**config.mk**
```make
export PLATFORM = sky130hd
export DESIGN_NAME = spimsc_controller
export DESIGN_NICKNAME = d
export VERILOG_FILES = /design/src/rtl/spimsc_pkg.sv /design/src/rtl/spimsc_controller.sv
export SDC_FILE = /design/constraint.sdc
export NUM_CORES = 1
export LEC_CHECK = 0
export ABC_CLOCK_PERIOD_IN_PS = 3400
export BUFFER_PORTS_ARGS = -buffer_cell sky130_fd_sc_hd__buf_2
export CAP_MARGIN = 0
export CORE_MARGIN = 8
export CORE_UTILIZATION = 59
export CTS_CLUSTER_SIZE = 30
export DETAILED_ROUTE_END_ITERATION = 16
export GPL_ROUTABILITY_DRIVEN = 0
export HOLD_SLACK_MARGIN = 0.1
export PLACE_DENSITY = 0.81
export SLEW_MARGIN = 20
export SYNTH_ARGS = -nofsm -noshare
export SYNTH_HDL_FRONTEND = slang
export SYNTH_SLANG_ARGS = --single-unit
```
**constraint.sdc**
```tcl
create_clock -name CLOCK -period 3.4 [get_ports CLOCK]
set_input_delay 0.68 -clock CLOCK [delete_from_list [all_inputs] [get_ports CLOCK]]
set_output_delay 0.68 -clock CLOCK [all_outputs]
set_load 0.005 [all_outputs]
```
**src/rtl/spimsc_pkg.sv**
```systemverilog
package spimsc_pkg;
    localparam logic [31:0] ADDR_CTRL1 = 32'h40013000;
    localparam logic [31:0] ADDR_CTRL2 = 32'h40013004;
    localparam logic [31:0] ADDR_STAT = 32'h40013008;
    localparam logic [31:0] ADDR_DATA = 32'h4001300c;
    localparam logic [31:0] ADDR_POLY = 32'h40013010;
    localparam logic [31:0] ADDR_RXCRC = 32'h40013014;
    localparam logic [31:0] ADDR_TXCRC = 32'h40013018;
    localparam logic [31:0] ADDR_HSCTL = 32'h40013024;

    localparam logic [15:0] RST_CTRL1 = 16'h0000;
    localparam logic [15:0] RST_CTRL2 = 16'h0000;
    localparam logic [15:0] RST_POLY = 16'h0007;
    localparam logic [15:0] RST_HSCTL = 16'h0000;
    localparam logic [15:0] RST_WORD = 16'h0000;
    localparam logic [15:0] MASK_CTRL2 = 16'h00e7;
    localparam logic [15:0] MASK_HSCTL = 16'h0001;
    localparam logic [15:0] MASK_BYTE = 16'h00ff;

    // Control one fields
    localparam int C1_SWM = 15;
    localparam int C1_SWDIR = 14;
    localparam int C1_CHECKSUM_ENABLE = 13;
    localparam int C1_SEND_CHECKSUM_NEXT = 12;
    localparam int C1_DFF = 11;
    localparam int C1_RECEIVE_ONLY_MODE = 10;
    localparam int C1_SSM = 9;
    localparam int C1_SSI = 8;
    localparam int C1_LSB = 7;
    localparam int C1_EN = 6;
    localparam int C1_BR = 3;
    localparam int C1_MASTER_SELECT = 2;
    localparam int C1_CLOCK_IDLE_POLARITY = 1;
    localparam int C1_CLOCK_SAMPLE_PHASE = 0;
    // Control two fields
    localparam int C2_TRANSMIT_EMPTY_IRQ_EN = 7;
    localparam int C2_RECEIVE_FULL_IRQ_EN = 6;
    localparam int C2_ERROR_IRQ_EN = 5;
    localparam int C2_SELECT_OUTPUT_ENABLE = 2;
    localparam int C2_TXDMA = 1;
    localparam int C2_RXDMA = 0;
    // Status fields, then the HSCTL receive enable field
    localparam int ST_BSY = 7;
    localparam int ST_OVR = 6;
    localparam int ST_MODE_FAULT_FLAG = 5;
    localparam int ST_CHECKSUM_ERROR_FLAG = 4;
    localparam int ST_TXE = 1;
    localparam int ST_RECEIVE_FULL_FLAG = 0;
    localparam int HS_RXEN = 0;

    localparam logic [4:0] BITS_BYTE = 5'h08;
    localparam logic [4:0] BITS_HALF = 5'h10;
    localparam logic [8:0] DIV_BASE = 9'h002;
    localparam logic [8:0] DIV_HS_ADD = 9'h002;

    typedef enum logic [1:0] {
        SPIMSC_IDLE = 2'b00,
        SPIMSC_MASTER = 2'b01,
        SPIMSC_SLAVE = 2'b10
    } spimsc_state_t;

    typedef struct packed {
        logic sck;
        logic mosi;
        logic miso;
        logic nss;
    } spimsc_pins_t;
endpackage

```
**src/rtl/spimsc_controller.sv**
```systemverilog
// Design decision made here: register access over APB.
`timescale 1ns/1ns
module spimsc_controller (
    input wire logic CLOCK,
    input wire logic RESETN,
    input wire logic PSEL,
    input wire logic PENABLE,
    input wire logic PWRITE,
    input wire logic [31:0] PADDR,
    input wire logic [31:0] PWDATA,
    output logic PREADY,
    output logic [31:0] PRDATA,
    output logic PSLVERR,
    input wire spimsc_pkg::spimsc_pins_t PIN_IN,
    output spimsc_pkg::spimsc_pins_t PIN_OUT,
    output spimsc_pkg::spimsc_pins_t PIN_OE,
    output logic IRQ,
    output logic TX_DMA_REQ,
    output logic RX_DMA_REQ
);
    import spimsc_pkg::*;

    logic [15:0] ctrl1, ctrl2, hsctl, poly, tx_buf, rx_buf, tx_shift, rx_shift, tx_crc, rx_crc;
    logic [15:0] next_ctrl1, status;
    logic transmit_empty_flag, receive_full_flag, overrun_flag, mode_fault_flag, checksum_error_flag, mode_fault_flag_armed, ovr_armed, crc_follow, crc_word, sck_prev;
    logic [8:0] clk_cnt;
    logic [4:0] bit_cnt;
    spimsc_state_t state, next_state;

    function automatic logic [15:0] crc_step(input logic [15:0] crc, input logic b,
                                             input logic [15:0] p, input logic wide);
        logic fb;
        logic [15:0] n;
        fb = b ^ (wide ? crc[15] : crc[7]);
        n = {crc[14:0], 1'b0} ^ (fb ? p : RST_WORD);
        crc_step = wide ? n : (n & MASK_BYTE);
    endfunction

    // Bus decode
    wire setup = PSEL & ~PENABLE;
    wire access = PSEL & PENABLE & PREADY;
    wire wr = access & PWRITE;
    wire rd = access & ~PWRITE;
    wire hit_c1 = PADDR == ADDR_CTRL1;
    wire hit_c2 = PADDR == ADDR_CTRL2;
    wire hit_st = PADDR == ADDR_STAT;
    wire hit_data = PADDR == ADDR_DATA;
    wire hit_poly = PADDR == ADDR_POLY;
    wire hit_rxcrc = PADDR == ADDR_RXCRC;
    wire hit_txcrc = PADDR == ADDR_TXCRC;
    wire hit_hs = PADDR == ADDR_HSCTL;
    wire mapped = hit_c1 | hit_c2 | hit_st | hit_data | hit_poly | hit_rxcrc | hit_txcrc | hit_hs;

    // Control fields
    wire swm = ctrl1[C1_SWM];
    wire swdir = ctrl1[C1_SWDIR];
    wire checksum_enable = ctrl1[C1_CHECKSUM_ENABLE];
    wire send_checksum_next = ctrl1[C1_SEND_CHECKSUM_NEXT];
    wire dff = ctrl1[C1_DFF];
    wire receive_only_mode = ctrl1[C1_RECEIVE_ONLY_MODE];
    wire soft_select_manage = ctrl1[C1_SSM];
    wire soft_select_level = ctrl1[C1_SSI];
    wire lsb_first = ctrl1[C1_LSB];
    wire port_en = ctrl1[C1_EN];
    wire [2:0] br = ctrl1[C1_BR +: 3];
    wire master = ctrl1[C1_MASTER_SELECT];
    wire clock_idle_polarity = ctrl1[C1_CLOCK_IDLE_POLARITY];
    wire clock_sample_phase = ctrl1[C1_CLOCK_SAMPLE_PHASE];
    wire select_output_enable = ctrl2[C2_SELECT_OUTPUT_ENABLE];
    wire hsrx = hsctl[HS_RXEN];

    wire [4:0] nbits = dff ? BITS_HALF : BITS_BYTE;
    wire [3:0] msb_idx = 4'(nbits - 5'h01);
    // Minimum divide is two, so the serial clock never passes half the bus clock
    wire [8:0] div = hsrx ? (9'(br) + DIV_HS_ADD) : (DIV_BASE << br);
    wire [8:0] half = div >> 1;

    wire nss_int = soft_select_manage ? soft_select_level : PIN_IN.nss;
    wire nss_self = select_output_enable & ~soft_select_manage & PIN_OE.nss;
    // Select low while we are not the one pulling it means another master
    wire fault = port_en & master & ~nss_int & ~nss_self;
    wire rx_only_m = receive_only_mode | (swm & ~swdir);
    wire tx_allowed = ~receive_only_mode & (~swm | swdir);
    wire selected = port_en & ~master & ~nss_int;

    // Clock edges: master from its divider, slave from the pin
    wire m_lead = (state == SPIMSC_MASTER) & (clk_cnt == half - 9'h001);
    wire m_trail = (state == SPIMSC_MASTER) & (clk_cnt == div - 9'h001);
    wire s_lead = (state == SPIMSC_SLAVE) & (sck_prev == clock_idle_polarity) & (PIN_IN.sck != clock_idle_polarity);
    wire s_trail = (state == SPIMSC_SLAVE) & (sck_prev != clock_idle_polarity) & (PIN_IN.sck == clock_idle_polarity);
    wire lead = m_lead | s_lead;
    wire trail = m_trail | s_trail;
    wire sample = clock_sample_phase ? trail : lead;
    wire last = clock_sample_phase ? (bit_cnt == nbits - 5'h01) : (bit_cnt == nbits);
    wire word_end = trail & last;
    // First bit must already stand on the wire, so the first shift is skipped
    wire shift = clock_sample_phase ? (lead & (bit_cnt != 5'h00)) : (trail & ~last);
    wire rx_done = sample & (bit_cnt == nbits - 5'h01);

    wire in_bit = master ? (swm ? PIN_IN.mosi : PIN_IN.miso) : (swm ? PIN_IN.miso : PIN_IN.mosi);
    wire m_more = ~transmit_empty_flag | rx_only_m | crc_follow;
    wire m_start = (state == SPIMSC_IDLE) & port_en & master & ~fault & m_more;
    wire s_start = (state == SPIMSC_IDLE) & selected;
    wire load = m_start | s_start | (word_end & ((state == SPIMSC_SLAVE) | m_more));
    wire load_buf = load & ~crc_follow & ~transmit_empty_flag;
    // Checksum next values come first: the load mux hands out the transmit one
    wire crc_clear = wr & hit_c1 & PWDATA[C1_CHECKSUM_ENABLE] & ~checksum_enable & ~port_en;
    wire crc_upd = checksum_enable & sample & ~crc_word & (state != SPIMSC_IDLE);
    wire [15:0] next_tx_crc = crc_upd ? crc_step(tx_crc, PIN_OUT.mosi | PIN_OUT.miso, poly, dff)
                                      : tx_crc;
    wire [15:0] next_rx_crc = crc_upd ? crc_step(rx_crc, in_bit, poly, dff) : rx_crc;
    wire [15:0] load_val = crc_follow ? next_tx_crc : (transmit_empty_flag ? RST_WORD : tx_buf);

    wire [15:0] next_tx_shift = load ? load_val :
        shift ? (lsb_first ? {1'b0, tx_shift[15:1]} : {tx_shift[14:0], 1'b0}) : tx_shift;
    wire next_out = lsb_first ? next_tx_shift[0] : next_tx_shift[msb_idx];
    wire [15:0] next_rx_shift = lsb_first ? {in_bit, rx_shift[15:1]} : {rx_shift[14:0], in_bit};
    wire [15:0] rx_word = dff ? next_rx_shift :
        (lsb_first ? {8'h00, next_rx_shift[15:8]} : (next_rx_shift & MASK_BYTE));

    wire rx_commit = rx_done & (state != SPIMSC_IDLE);
    wire rd_data = rd & hit_data;
    wire crc_bad = rx_commit & crc_word & (rx_word != rx_crc);
    wire busy = (state != SPIMSC_IDLE) | ~transmit_empty_flag;
    wire err_any = overrun_flag | mode_fault_flag | checksum_error_flag;

    always_comb begin
        status = RST_WORD;
        status[ST_BSY] = busy;
        status[ST_OVR] = overrun_flag;
        status[ST_MODE_FAULT_FLAG] = mode_fault_flag;
        status[ST_CHECKSUM_ERROR_FLAG] = checksum_error_flag;
        status[ST_TXE] = transmit_empty_flag;
        status[ST_RECEIVE_FULL_FLAG] = receive_full_flag;
    end

    wire [15:0] rd_mux = hit_c1 ? ctrl1 : hit_c2 ? ctrl2 : hit_st ? status :
        hit_data ? rx_buf : hit_poly ? poly : hit_rxcrc ? rx_crc : hit_txcrc ? tx_crc :
        hit_hs ? hsctl : RST_WORD;

    always_comb begin
        next_ctrl1 = ctrl1;
        if (wr & hit_c1) begin
            next_ctrl1 = PWDATA[15:0];
            // Checksum enable and frame length are frozen while the port runs
            if (port_en) begin
                next_ctrl1[C1_CHECKSUM_ENABLE] = checksum_enable;
                next_ctrl1[C1_DFF] = dff;
            end
        end
        if (load & crc_follow) begin
            next_ctrl1[C1_SEND_CHECKSUM_NEXT] = 1'b0;
        end
        if (fault) begin
            next_ctrl1[C1_EN] = 1'b0;
            next_ctrl1[C1_MASTER_SELECT] = 1'b0;
        end
    end

    always_comb begin
        next_state = state;
        case (state)
            SPIMSC_IDLE: begin
                if (m_start) begin
                    next_state = SPIMSC_MASTER;
                end else if (s_start) begin
                    next_state = SPIMSC_SLAVE;
                end
            end
            SPIMSC_MASTER: begin
                if (fault | ~port_en | (word_end & ~m_more)) begin
                    next_state = SPIMSC_IDLE;
                end
            end
            SPIMSC_SLAVE: begin
                if (~selected) begin
                    next_state = SPIMSC_IDLE;
                end
            end
            default: next_state = SPIMSC_IDLE;
        endcase
    end

    // Bus slave: zero wait, answer registered in the setup cycle
    always_ff @(posedge CLOCK) begin
        if (!RESETN) begin
            PREADY <= 1'b0;
            PRDATA <= 32'h00000000;
            PSLVERR <= 1'b0;
        end else begin
            PREADY <= setup;
            PRDATA <= setup & ~PWRITE ? {16'h0000, rd_mux} : 32'h00000000;
            PSLVERR <= setup & ~mapped;
        end
    end

    always_ff @(posedge CLOCK) begin
        if (!RESETN) begin
            ctrl1 <= RST_CTRL1;
            ctrl2 <= RST_CTRL2;
            poly <= RST_POLY;
            hsctl <= RST_HSCTL;
            tx_buf <= RST_WORD;
        end else begin
            ctrl1 <= next_ctrl1;
            if (wr & hit_c2) begin
                ctrl2 <= PWDATA[15:0] & MASK_CTRL2;
            end
            if (wr & hit_poly) begin
                poly <= PWDATA[15:0];
            end
            if (wr & hit_hs) begin
                hsctl <= PWDATA[15:0] & MASK_HSCTL;
            end
            if (wr & hit_data) begin
                tx_buf <= dff ? PWDATA[15:0] : (PWDATA[15:0] & MASK_BYTE);
            end
        end
    end

    always_ff @(posedge CLOCK) begin
        if (!RESETN) begin
            state <= SPIMSC_IDLE;
            clk_cnt <= 9'h000;
            bit_cnt <= 5'h00;
            sck_prev <= 1'b0;
            tx_shift <= RST_WORD;
            rx_shift <= RST_WORD;
        end else begin
            state <= next_state;
            sck_prev <= PIN_IN.sck;
            clk_cnt <= (load | m_trail | (state != SPIMSC_MASTER)) ? 9'h000 : clk_cnt + 9'h001;
            if (load | (next_state == SPIMSC_IDLE)) begin
                bit_cnt <= 5'h00;
            end else if (sample) begin
                bit_cnt <= bit_cnt + 5'h01;
            end
            tx_shift <= next_tx_shift;
            if (sample) begin
                rx_shift <= next_rx_shift;
            end
        end
    end

    // Transmit buffer and checksum sequencing
    always_ff @(posedge CLOCK) begin
        if (!RESETN) begin
            transmit_empty_flag <= 1'b1;
            crc_follow <= 1'b0;
            crc_word <= 1'b0;
            tx_crc <= RST_WORD;
            rx_crc <= RST_WORD;
        end else begin
            // New data written in the load cycle is a fresh word, so the write wins
            if (wr & hit_data) begin
                transmit_empty_flag <= 1'b0;
            end else if (load_buf) begin
                transmit_empty_flag <= 1'b1;
            end
            if (load) begin
                crc_follow <= load_buf & send_checksum_next;
                crc_word <= crc_follow;
            end else if (state == SPIMSC_IDLE) begin
                crc_word <= 1'b0;
            end
            tx_crc <= crc_clear ? RST_WORD : next_tx_crc;
            rx_crc <= crc_clear ? RST_WORD : next_rx_crc;
        end
    end

    // Receive buffer and error flags; a set always beats a clear
    always_ff @(posedge CLOCK) begin
        if (!RESETN) begin
            rx_buf <= RST_WORD;
            receive_full_flag <= 1'b0;
            overrun_flag <= 1'b0;
            ovr_armed <= 1'b0;
            mode_fault_flag <= 1'b0;
            mode_fault_flag_armed <= 1'b0;
            checksum_error_flag <= 1'b0;
        end else begin
            if (rx_commit & (~receive_full_flag | rd_data)) begin
                rx_buf <= rx_word;
            end
            receive_full_flag <= (receive_full_flag & ~rd_data) | rx_commit;
            if (rx_commit & receive_full_flag & ~rd_data) begin
                overrun_flag <= 1'b1;
            end else if (rd & hit_st & ovr_armed) begin
                overrun_flag <= 1'b0;
            end
            // Only a data read made while the overrun stands arms its clear
            if (rd_data & overrun_flag) begin
                ovr_armed <= 1'b1;
            end else if (rd & hit_st) begin
                ovr_armed <= 1'b0;
            end
            if (fault) begin
                mode_fault_flag <= 1'b1;
            end else if (wr & hit_c1 & mode_fault_flag_armed) begin
                mode_fault_flag <= 1'b0;
            end
            if ((rd | wr) & hit_st) begin
                mode_fault_flag_armed <= 1'b1;
            end else if (wr & hit_c1) begin
                mode_fault_flag_armed <= 1'b0;
            end
            if (crc_bad) begin
                checksum_error_flag <= 1'b1;
            end else if (wr & hit_st & ~PWDATA[ST_CHECKSUM_ERROR_FLAG]) begin
                checksum_error_flag <= 1'b0;
            end
        end
    end

    // Pins, interrupt and DMA requests
    always_ff @(posedge CLOCK) begin
        if (!RESETN) begin
            PIN_OUT <= '0;
            PIN_OE <= '0;
            IRQ <= 1'b0;
            TX_DMA_REQ <= 1'b0;
            RX_DMA_REQ <= 1'b0;
        end else begin
            if (next_state != SPIMSC_MASTER) begin
                PIN_OUT.sck <= clock_idle_polarity;
            end else if (m_lead) begin
                PIN_OUT.sck <= ~clock_idle_polarity;
            end else if (m_trail) begin
                PIN_OUT.sck <= clock_idle_polarity;
            end
            PIN_OUT.mosi <= next_out;
            PIN_OUT.miso <= next_out;
            PIN_OUT.nss <= 1'b0;
            PIN_OE.sck <= port_en & master;
            PIN_OE.mosi <= port_en & master & tx_allowed;
            PIN_OE.miso <= selected & tx_allowed;
            PIN_OE.nss <= select_output_enable & ~soft_select_manage & (next_state == SPIMSC_MASTER);
            IRQ <= (transmit_empty_flag & ctrl2[C2_TRANSMIT_EMPTY_IRQ_EN]) | (receive_full_flag & ctrl2[C2_RECEIVE_FULL_IRQ_EN])
                 | (err_any & ctrl2[C2_ERROR_IRQ_EN]);
            TX_DMA_REQ <= transmit_empty_flag & ctrl2[C2_TXDMA] & port_en;
            RX_DMA_REQ <= receive_full_flag & ctrl2[C2_RXDMA];
        end
    end
endmodule

```
==> impl_results.md, run 1 <==
* Mean Syn Cell Area at 8.201 sq um
* Vias in the first global route at 8851
* Design Power at 4.396 mW
* Diodes inserted at 0
* Final Cell Area at 11440 sq um
* CTS Buf Count at 17
* DR DRC count at 0
* Max clock buf depth at 2
* Required @ worst endpoint at 3.70 ns
* Largest net degree at the start of global routing at 54
* Gate Count Post-Synth at 1227
* Total grt overflow at 0
* Asr flop ratio synth at 0%
* Critical path class: reg -> reg
* Tot GR Track Use at 25.91%
* Flop and latch count out of synthesis at 188
* Ys flop type: dfxtp_1
* DR WL/cell at 18.83 um
* Leakage at 4.161 nW
* Worst setup path start: ctrl1[4]
* Starting Density at 60.46%
* PwrDens at 384.3 nW/um^2
* Full die area at 21490 sq um
* Clock transition at path regs at 0.07 ns
* Top cells by area, synth: dfxtp_1 (37%), nand2_1 (6.9%), mux2i_1 (6.9%)
* Antenna violations before repair at 0
* Cell Rows at 47
* NumNets Final at 1374
* Peak VDD IR at 0.3631 mV
* RR Startpoint: ctrl1[4]
* Fin crit period at 3.297 ns
* Reg2reg setup slack at 0.10 ns
* CTS sink cnt at 188
* Hold slack at 0.4556 ns
* Max H-tree Level at 4
* Vias per cell at 6.149
* Crit path capture type: register
* Critical Path Sink: tx_shift[2]
* Final hold vios at 0
* CTS tree: yes
* Period utilisation layout at 96.97%
* Number of flops mapped to enable cells by yosys at 0
* Vias at 9408
* Synth unique cells at 82
* Final setup violation count at 0
* First-pass GRT wire length at 45.53 mm
* Max-capacitance violation count at 0
* Total Wirelength at 28.80 mm
* Detail Route Antenna Nets at 0
* Sequential fraction of the synthesis area at 37.40%
* Final Max Slew Viols at 0
* Fmax at 303.3 MHz
* First-pass detailed-route iteration total at 7
* Worst slew pin tran at 0.7106 ns
* Area delta synth->final at 13.69%
* Status: completed
* Layout cell share with drive strength beyond 1 at 18.63%
* Final HPWL DP at 20.23 mm
* Die X-Extent at 146.6 um
* Reg-to-Reg End: tx_shift[2]
* CTS root buf: clkbuf_16
* Post-placement cell area at 10730 sq um
* Reg2Reg Depth at 10
* Cts hold-fix bufs at 0
* Area leader, netlist: dfxtp_1
* I/O pin total at 118
* Tightest Hold Check Type: reg -> reg
* Mapped Area at 10060 sq um
* CP Launch Type: register
* Core footprint at 16640 sq um
* PortBufs at 84
* Rel. slew slack at 51.27%
* Number of DRC markers in iteration 0 at 879
* Finished Core Util at 68.74%
* Worst Path Arrival at 3.60 ns
* Top cell type's share of synthesized area at 37.40%
* Die span in y at 146.6 um
* Worst skew pair latency at 0.45 ns
* YS warnings at 0
* CP max FO at 11
* Worst Clk Skew at 0.009971 ns
synthesized netlist by cell type, drive strengths merged, types with 19 or more instances:
cell / instances
inv: 19
dfxtp: 188
o21ai: 22
a22oi: 19
a21oi: 126
mux2: 27
a211oi: 30
clkbuf: 62
xor2: 26
nor2: 115
nor2b: 21
nand2: 186
and2: 20
mux2i: 69
xnor2: 38
buf: 42
nand3: 43
registers in the layout, summed over array words and instances, names as in the netlist, 16 cells and up:
signal / cells
rx_crc: 16
tx_shift: 16
rx_buf: 16
tx_buf: 16
poly: 16
tx_crc: 16
rx_shift: 16
PRDATA: 16
ctrl1: 16
metrics by stage:
step | setup TNS [ns] | cells | setup WS, ns
6_report | 0 | 1530 | 0.1029
3_3_place_gp | 0 | 1495 | 0.1032
5_1_grt | -0.03656 | 1530 | -0.01523
3_5_place_dp | 0 | 1495 | 0.08064
4_1_cts | 0 | 1527 | 0.04485
2_1_floorplan | 0 | 1243 | 0.3552
cells by family after synthesis:
kind of cell / synth area share, %
other cells: 0.03727
flops: 37.40
compound gates: 17.31
fa+ha+maj: 0.4974
mux: 10.07
simple gates: 23.05
buf+inv: 5.832
xor+xnor: 5.795
report_power, final:
part	switching [mW]	internal [mW]
Sequential	0.000850	2.20
Combinational	0.0896	0.0416
Clock	0.952	1.11
worst max-delay path, cell delays in order, from the launching register on:
cell      delay, ns
dfxtp_1        0.32
ha_1           0.35
and4bb_2       0.31
o41ai_2        0.39
nand3_1        0.18
o311a_1        0.42
nor3_4         0.26
buf_12         0.18
mux2_2         0.35
a221oi_1       0.31
a211oi_1       0.09
final cells by class:
cell class | instances | area [sq um]
Clock buffer | 17 | 425.4
Clock inverter | 15 | 176.4
Fill cell | 1332 | 5202
Inverter | 19 | 72.57
Multi-Input combinational cell | 932 | 5859
Sequential cell | 188 | 3767
Tap cell | 220 | 275.3
Timing Repair Buffer | 139 | 863.3
worst min-delay path by stage:
| stage | start | to | slack (ns) | depth (start not counted) |
|---|---|---|---|---|
| 6_report | tx_buf[11] | tx_buf[11] | 0.46 | 2 |
| 5_1_grt | tx_buf[9] | tx_buf[9] | 0.48 | 2 |
| 4_1_cts | tx_buf[9] | tx_buf[9] | 0.46 | 2 |
| 3_5_place_dp | tx_buf[9] | tx_buf[9] | 0.45 | 2 |
| 3_3_place_gp | tx_buf[14] | tx_buf[14] | 0.44 | 2 |
| 2_1_floorplan | tx_buf[14] | tx_buf[14] | 0.43 | 2 |
repair_timing:
| action | 4_1_cts | 5_1_grt |
|---|---|---|
| endpoints found under the setup margin | 1 | 29 |
| resized for setup | 1 | 10 |
| cloned | 0 | 1 |
| setup buffers | 0 | 2 |
| pin swaps | 0 | 2 |
metal layers:
metal	vias up	GRT usage, %	routed length (um)
li1	4403	-	-
met1	4385	32.36	11910
met2	509	40.69	12950
met3	111	6.304	2695
met4	0	13.40	1248
met5	-	0	0
cell usage in the layout, fill, tap and decap left out, types with 10 or more instances in the layout:
master     synthesis  final
o21ai_0           21     20
nor3_1            16     14
inv_1             18     18
and2_1            20     20
xor2_1            26     26
mux2_2            22     22
dfxtp_1          188    185
buf_2              8     84
clkbuf_16          0     18
nand2b_1          11     11
nor2b_1           21     20
mux2i_1           69     69
a211oi_1          30     30
conb_1             1     17
nor2_1           115    114
nand3_1           43     43
a21oi_1          125    125
nand2_1          186    186
xnor2_1           38     38
buf_4             22     53
a22oi_1           19     18
or2_2             10     10
Power figures use the tool's default switching activity.
==> run 2: changes to the inputs <==
--- a/config.mk
+++ b/config.mk
@@ -5,16 +5,16 @@
 export SDC_FILE = /design/constraint.sdc
 export NUM_CORES = 1
 export LEC_CHECK = 0
-export ABC_CLOCK_PERIOD_IN_PS = 3400
+export ABC_CLOCK_PERIOD_IN_PS = 2600
 export BUFFER_PORTS_ARGS = -buffer_cell sky130_fd_sc_hd__buf_2
 export CAP_MARGIN = 0
 export CORE_MARGIN = 8
-export CORE_UTILIZATION = 59
+export CORE_UTILIZATION = 53
 export CTS_CLUSTER_SIZE = 30
 export DETAILED_ROUTE_END_ITERATION = 16
 export GPL_ROUTABILITY_DRIVEN = 0
 export HOLD_SLACK_MARGIN = 0.1
-export PLACE_DENSITY = 0.81
+export PLACE_DENSITY = 0.76
 export SLEW_MARGIN = 20
 export SYNTH_ARGS = -nofsm -noshare
 export SYNTH_HDL_FRONTEND = slang
==> constraint.sdc (replaced) <==
create_clock -name CLOCK -period 2.6 [get_ports CLOCK]
set_input_delay 0.52 -clock CLOCK [delete_from_list [all_inputs] [get_ports CLOCK]]
set_output_delay 0.52 -clock CLOCK [all_outputs]
set_load 0.005 [all_outputs]
==> run 2 against run 1 <==
- the run now ends with setup timing left
- sequential share of layout area shrank 3.1 points
- total power increased by 29%
- flip-flop and latch count stayed put
- first-iteration DRC count is 13% higher
- via count up 4.2%
- wire length up 12%
- sequential power grew 31%
- critical path depth is 2 higher
- clock power is 27% higher
- non-clock buffer count is 74 higher
- fmax grew 3.4%
- utilization fell by 0.88 points
- critical endpoint is now tx_shift[6]
==> impl_results.md, run 2 (same netlist as run 1, synthesis figures left out) <==
* Status: complete, but fails checks
* Violations in the final reports: setup timing
* Sw Ratio at 24.47%
* CTS tree: yes
* Fillers at 1471
* Worst slew pin tran at 0.6890 ns
* Total grt overflow at 0
* Leakage at 4.707 nW
* Largest net degree at the start of global routing at 105
* Max-capacitance violation count at 0
* Critical-path top delay cell: o311a_4
* DR DRC count at 0
* PortBufs at 84
* I/O pin total at 118
* Starting Density at 53.97%
* Worst skew pair latency at 0.44 ns
* DR WL/cell at 19.87 um
* Full die area at 23650 sq um
* RSZ-0062 raised after global routing: true
* Peak VDD IR at 0.4658 mV
* CP Launch Type: register
* Setup Total Neg Slack at -38.09 ns
* CTS Buf Count at 17
* Hold slack at 0.3653 ns
* CTS root buf: clkbuf_16
* Vias in the first global route at 9398
* Setup Slack @ Placement at -0.4499 ns
* CP max FO at 12
* Vias at 9806
* Internal cell power at 4.295 mW
* Fin crit period at 3.189 ns
* Area delta synth->final at 25.73%
* Detail Route Antenna Nets at 0
* Register area at 3776 sq um
* First-pass GRT wire length at 49.74 mm
* Tot GR Track Use at 26.07%
* Max clock buf depth at 2
* CTS sink cnt at 188
* Number of DRC markers in iteration 0 at 991
* Clock transition at path regs at 0.07 ns
* Diodes inserted at 0
* Reg2reg setup slack at -0.59 ns
* First-pass detailed-route iteration total at 5
* Final setup violation count at 94
* Switch Pwr at 1.392 mW
* Total Wirelength at 32.15 mm
* Vias per cell at 6.061
* Fmax at 313.6 MHz
* Slowest stage delay, CP at 0.38 ns
* Comb pwr share at 3.4%
* Most frequent cells in the layout: dfxtp_1 (182), nand2_1 (180), a21oi_1 (117), nor2_1 (112), buf_4 (95)
* CP cell instances: ha_4 -> buf_4 -> nor3b_1 -> o211ai_1 -> o31ai_2 -> nand3_2 -> o311a_4 -> nor3_4 -> buf_12 -> mux2_4 -> a221oi_2 -> a211oi_1
* Final hold vios at 0
* Die X-Extent at 153.8 um
* Tightest Hold Check Type: in -> reg
* Finished Core Util at 67.86%
* Period utilisation layout at 122.7%
* Crit path capture type: register
* Worst Clk Skew at 0.01346 ns
* Multi-input gate area at 6221 sq um
* Setup WS post-layout at -0.5889 ns
* Layout cell share with drive strength beyond 1 at 27.17%
* Core footprint at 18640 sq um
* Antenna violations before repair at 0
* Flop pwr share at 50.6%
* Critical path class: reg -> reg
* Worst Path Arrival at 3.49 ns
* Required @ worst endpoint at 2.90 ns
* PwrDens at 449.5 nW/um^2
* Non-filler instance count after layout at 1618
* Rel. slew slack at 53.97%
* Cell Rows at 50
* Clock power share at 46.0%
* Die span in y at 153.8 um
* Most common cell after layout, fill and taps aside: dfxtp_1
* Final HPWL DP at 22.38 mm
* Post-Place Cells at 1563
* Max H-tree Level at 4
* NumNets Final at 1448
* Final Max Slew Viols at 0
run 2: per-layer routing:
metal / wire length, um / vias up / track usage, %
li1: - / 4557 / -
met1: 12760 / 4629 / 32.43
met2: 15260 / 517 / 42.82
met3: 2832 / 103 / 5.017
met4: 1303 / 0 / 12.37
met5: 0 / - / 0
run 2: layout make-up:
class	count	area share, %
inverters	19	0.5736
repair buffers	213	13.52
flip-flops and latches	188	29.85
clock inverters	15	1.207
clock buffers	17	3.363
multi-input cells	932	49.17
well taps	234	2.314
run 2: path summary, 6_finish.rpt:
path,from,end,depth (start not counted)
max,ctrl1[5],tx_shift[6],12
min,PWDATA[12],poly[12],3
max reg2reg,ctrl1[5],tx_shift[6],12
min reg2reg,tx_buf[11],tx_buf[11],2
run 2: what timing repair did:
action | in CTS | in global routing
cloned | 2 | 1
pin swaps | 22 | 16
resized for setup | 50 | 40
endpoints found under the setup margin | 93 | 101
hold buffers | 0 | 0
setup buffers | 11 | 10
run 2: power by group through the flow:
stage / Sequential [mW] / Clock, mW / Combinational [mW]
2_1_floorplan: 2.95 / 0 / 0.0948
3_3_place_gp: 2.95 / 0 / 0.178
3_5_place_dp: 2.95 / 0 / 0.180
4_1_cts: 2.88 / 2.63 / 0.183
5_1_grt: 2.88 / 2.74 / 0.201
6_report: 2.88 / 2.62 / 0.191
run 2: per-stage QoR:
step,power [mW],cell area (sq um)
2_1_floorplan,3.042,10270
3_3_place_gp,3.125,11400
3_5_place_dp,3.128,11400
4_1_cts,5.691,12380
5_1_grt,5.822,12650
6_report,5.687,12650
run 2: worst max-delay path, delay by kind of cell (launching register included):
kind	cells	cell delay (ns)
DFF	1	0.36
and+or+nand+nor	3	0.72
adders and majority gates	1	0.27
AOI/OAI and AO/OA	5	1.07
muxes	1	0.32
buffers and inverters	2	0.32
==> run 3: changes to the inputs <==
--- a/config.mk
+++ b/config.mk
@@ -14,7 +14,8 @@
 export DETAILED_ROUTE_END_ITERATION = 16
 export GPL_ROUTABILITY_DRIVEN = 0
 export HOLD_SLACK_MARGIN = 0.1
-export PLACE_DENSITY = 0.76
+export PLACE_DENSITY = 0.77
+export SKIP_CTS_REPAIR_TIMING = 1
 export SLEW_MARGIN = 20
 export SYNTH_ARGS = -nofsm -noshare
 export SYNTH_HDL_FRONTEND = slang
==> run 3 against run 2 <==
- the flow still finishes with violations (setup timing)
- die area did not move
- wire length fell by 0.60%
- combinational power barely moved
- clock power rose by 4%
- cell area fell by 0.99%
- final cell count barely moved
- clock-buffer cell count rose by 1
- flip-flop and latch count did not move
- worst setup slack improved by 0.16 ns
- critical endpoint is now PIN_OUT[1]
- largest cell class unchanged
==> impl_results.md, run 3 (same netlist as run 1, synthesis figures left out) <==
* Layout cell share with drive strength beyond 1 at 27.08%
* CTS Buf Count at 17
* Cell Rows at 50
* Critical path class: reg -> reg
* Setup WS post-layout at -0.4293 ns
* DR DRC count at 0
* Final HPWL DP at 22.63 mm
* Worst Path Arrival at 3.36 ns
* Full die area at 23650 sq um
* Leakage at 4.692 nW
* Number of DRC markers in iteration 0 at 1049
* Finished Core Util at 67.19%
* Crit path capture type: register
* Worst skew pair latency at 0.44 ns
* Clock transition at path regs at 0.08 ns
* Die X-Extent at 153.8 um
* Most common cell after layout, fill and taps aside: dfxtp_1
* Final hold vios at 0
* Max-capacitance violation count at 0
* Most frequent cells in the layout: dfxtp_1 (183), nand2_1 (181), a21oi_1 (119), nor2_1 (108), buf_4 (101)
* Largest net degree at the start of global routing at 46
* Max H-tree Level at 4
* Core footprint at 18640 sq um
* RSZ-0062 raised after global routing: true
* Tightest Hold Check Type: in -> reg
* Fin crit period at 3.029 ns
* CTS tree: yes
* Total grt overflow at 0
* CP max FO at 18
* Vias at 9698
* Die span in y at 153.8 um
* I/O pin total at 118
* PortBufs at 84
* DR WL/cell at 19.74 um
* Tot GR Track Use at 25.67%
* Detail Route Antenna Nets at 0
* Peak VDD IR at 0.4387 mV
* Fillers at 1432
* CP Launch Type: register
* Starting Density at 53.97%
* CTS sink cnt at 188
* Status: complete, but fails checks
* Violations in the final reports: setup timing
* PwrDens at 462.8 nW/um^2
* Worst Clk Skew at 0.01317 ns
* Total Wirelength at 31.96 mm
* Diodes inserted at 0
* First-pass detailed-route iteration total at 5
* Vias per cell at 5.990
* Antenna violations before repair at 1
* Final Max Slew Viols at 0
* Fmax at 330.1 MHz
* Vias in the first global route at 9280
* Final setup violation count at 91
* Worst slew pin tran at 0.5785 ns
* Required @ worst endpoint at 2.94 ns
* CTS root buf: clkbuf_16
* Rel. slew slack at 61.03%
* First-pass GRT wire length at 49.16 mm
* Max clock buf depth at 2
* Period utilisation layout at 116.5%
* Setup Total Neg Slack at -23.69 ns
* Area delta synth->final at 24.48%
* NumNets Final at 1449
## run 3: changes by cell type in the layout (fill, tap and decap cells not counted), moves of 3 or more
cell / delta
nor2b_1: +3
buf_12: -10
clkinv_4: -3
nor2_1: -4
buf_4: +6
nor2b_4: -3
nor2_2: +4
buf_6: +5
## run 3: routing by layer
metal | GRT usage (%) | share of wire [%] | wire, um
met2 | 42.08 | 47 | 14930
met5 | 0 | 0.031 | 10
met4 | 10.31 | 3.2 | 1029
met1 | 32.60 | 40 | 12900
met3 | 5.101 | 9.7 | 3097
## run 3: final timing paths
check / startpoint / endpoint / slack [ns] / cells past startpoint
worst max register to register: ctrl1[4] / PIN_OUT[1] / -0.43 / 11
worst max-delay path: ctrl1[4] / PIN_OUT[1] / -0.43 / 11
worst min register to register: tx_buf[13] / tx_buf[13] / 0.46 / 2
worst min-delay path: PWDATA[8] / poly[8] / 0.35 / 3
## run 3: layout make-up
type	count	area, sq um	share of cell area, %
clock inverter	14	170.2	1.359
sequential	188	3772	30.12
multi-input combinational	932	6180	49.34
clock buffer	18	439.2	3.506
tap	234	292.8	2.337
inverter	19	75.07	0.5993
timing repair buffer	214	1597	12.75
## run 3: through the flow
step | power (mW) | instances | hold slack (ns) | worst slack [ns] | area, sq um
finish | 5.796 | 1619 | 0.3510 | -0.4293 | 12530
global route | 5.936 | 1619 | 0.3506 | -0.5960 | 12530
floorplan | 3.042 | 1243 | 0.4320 | -0.3685 | 10270
detailed placement | 3.126 | 1568 | 0.4486 | -0.4354 | 11370
CTS | 5.802 | 1600 | 0.3405 | -0.4597 | 11980
global placement | 3.124 | 1568 | 0.4405 | -0.3864 | 11370
## run 3: where the power goes
group,internal [mW],switching [mW]
registers,2.88,0.00149
logic,0.0605,0.129
clock network,1.48,1.25
total,4.42,1.38
## run 3: critical path, stage by stage, from the launching register on
cell	delay (ns)
dfxtp_2	0.35
buf_6	0.20
nor4b_1	0.37
a21oi_2	0.11
xnor3_1	0.37
a31o_4	0.25
o21ba_4	0.25
buf_4	0.14
o31ai_4	0.27
a21oi_2	0.10
o221a_2	0.26
a211o_1	0.25
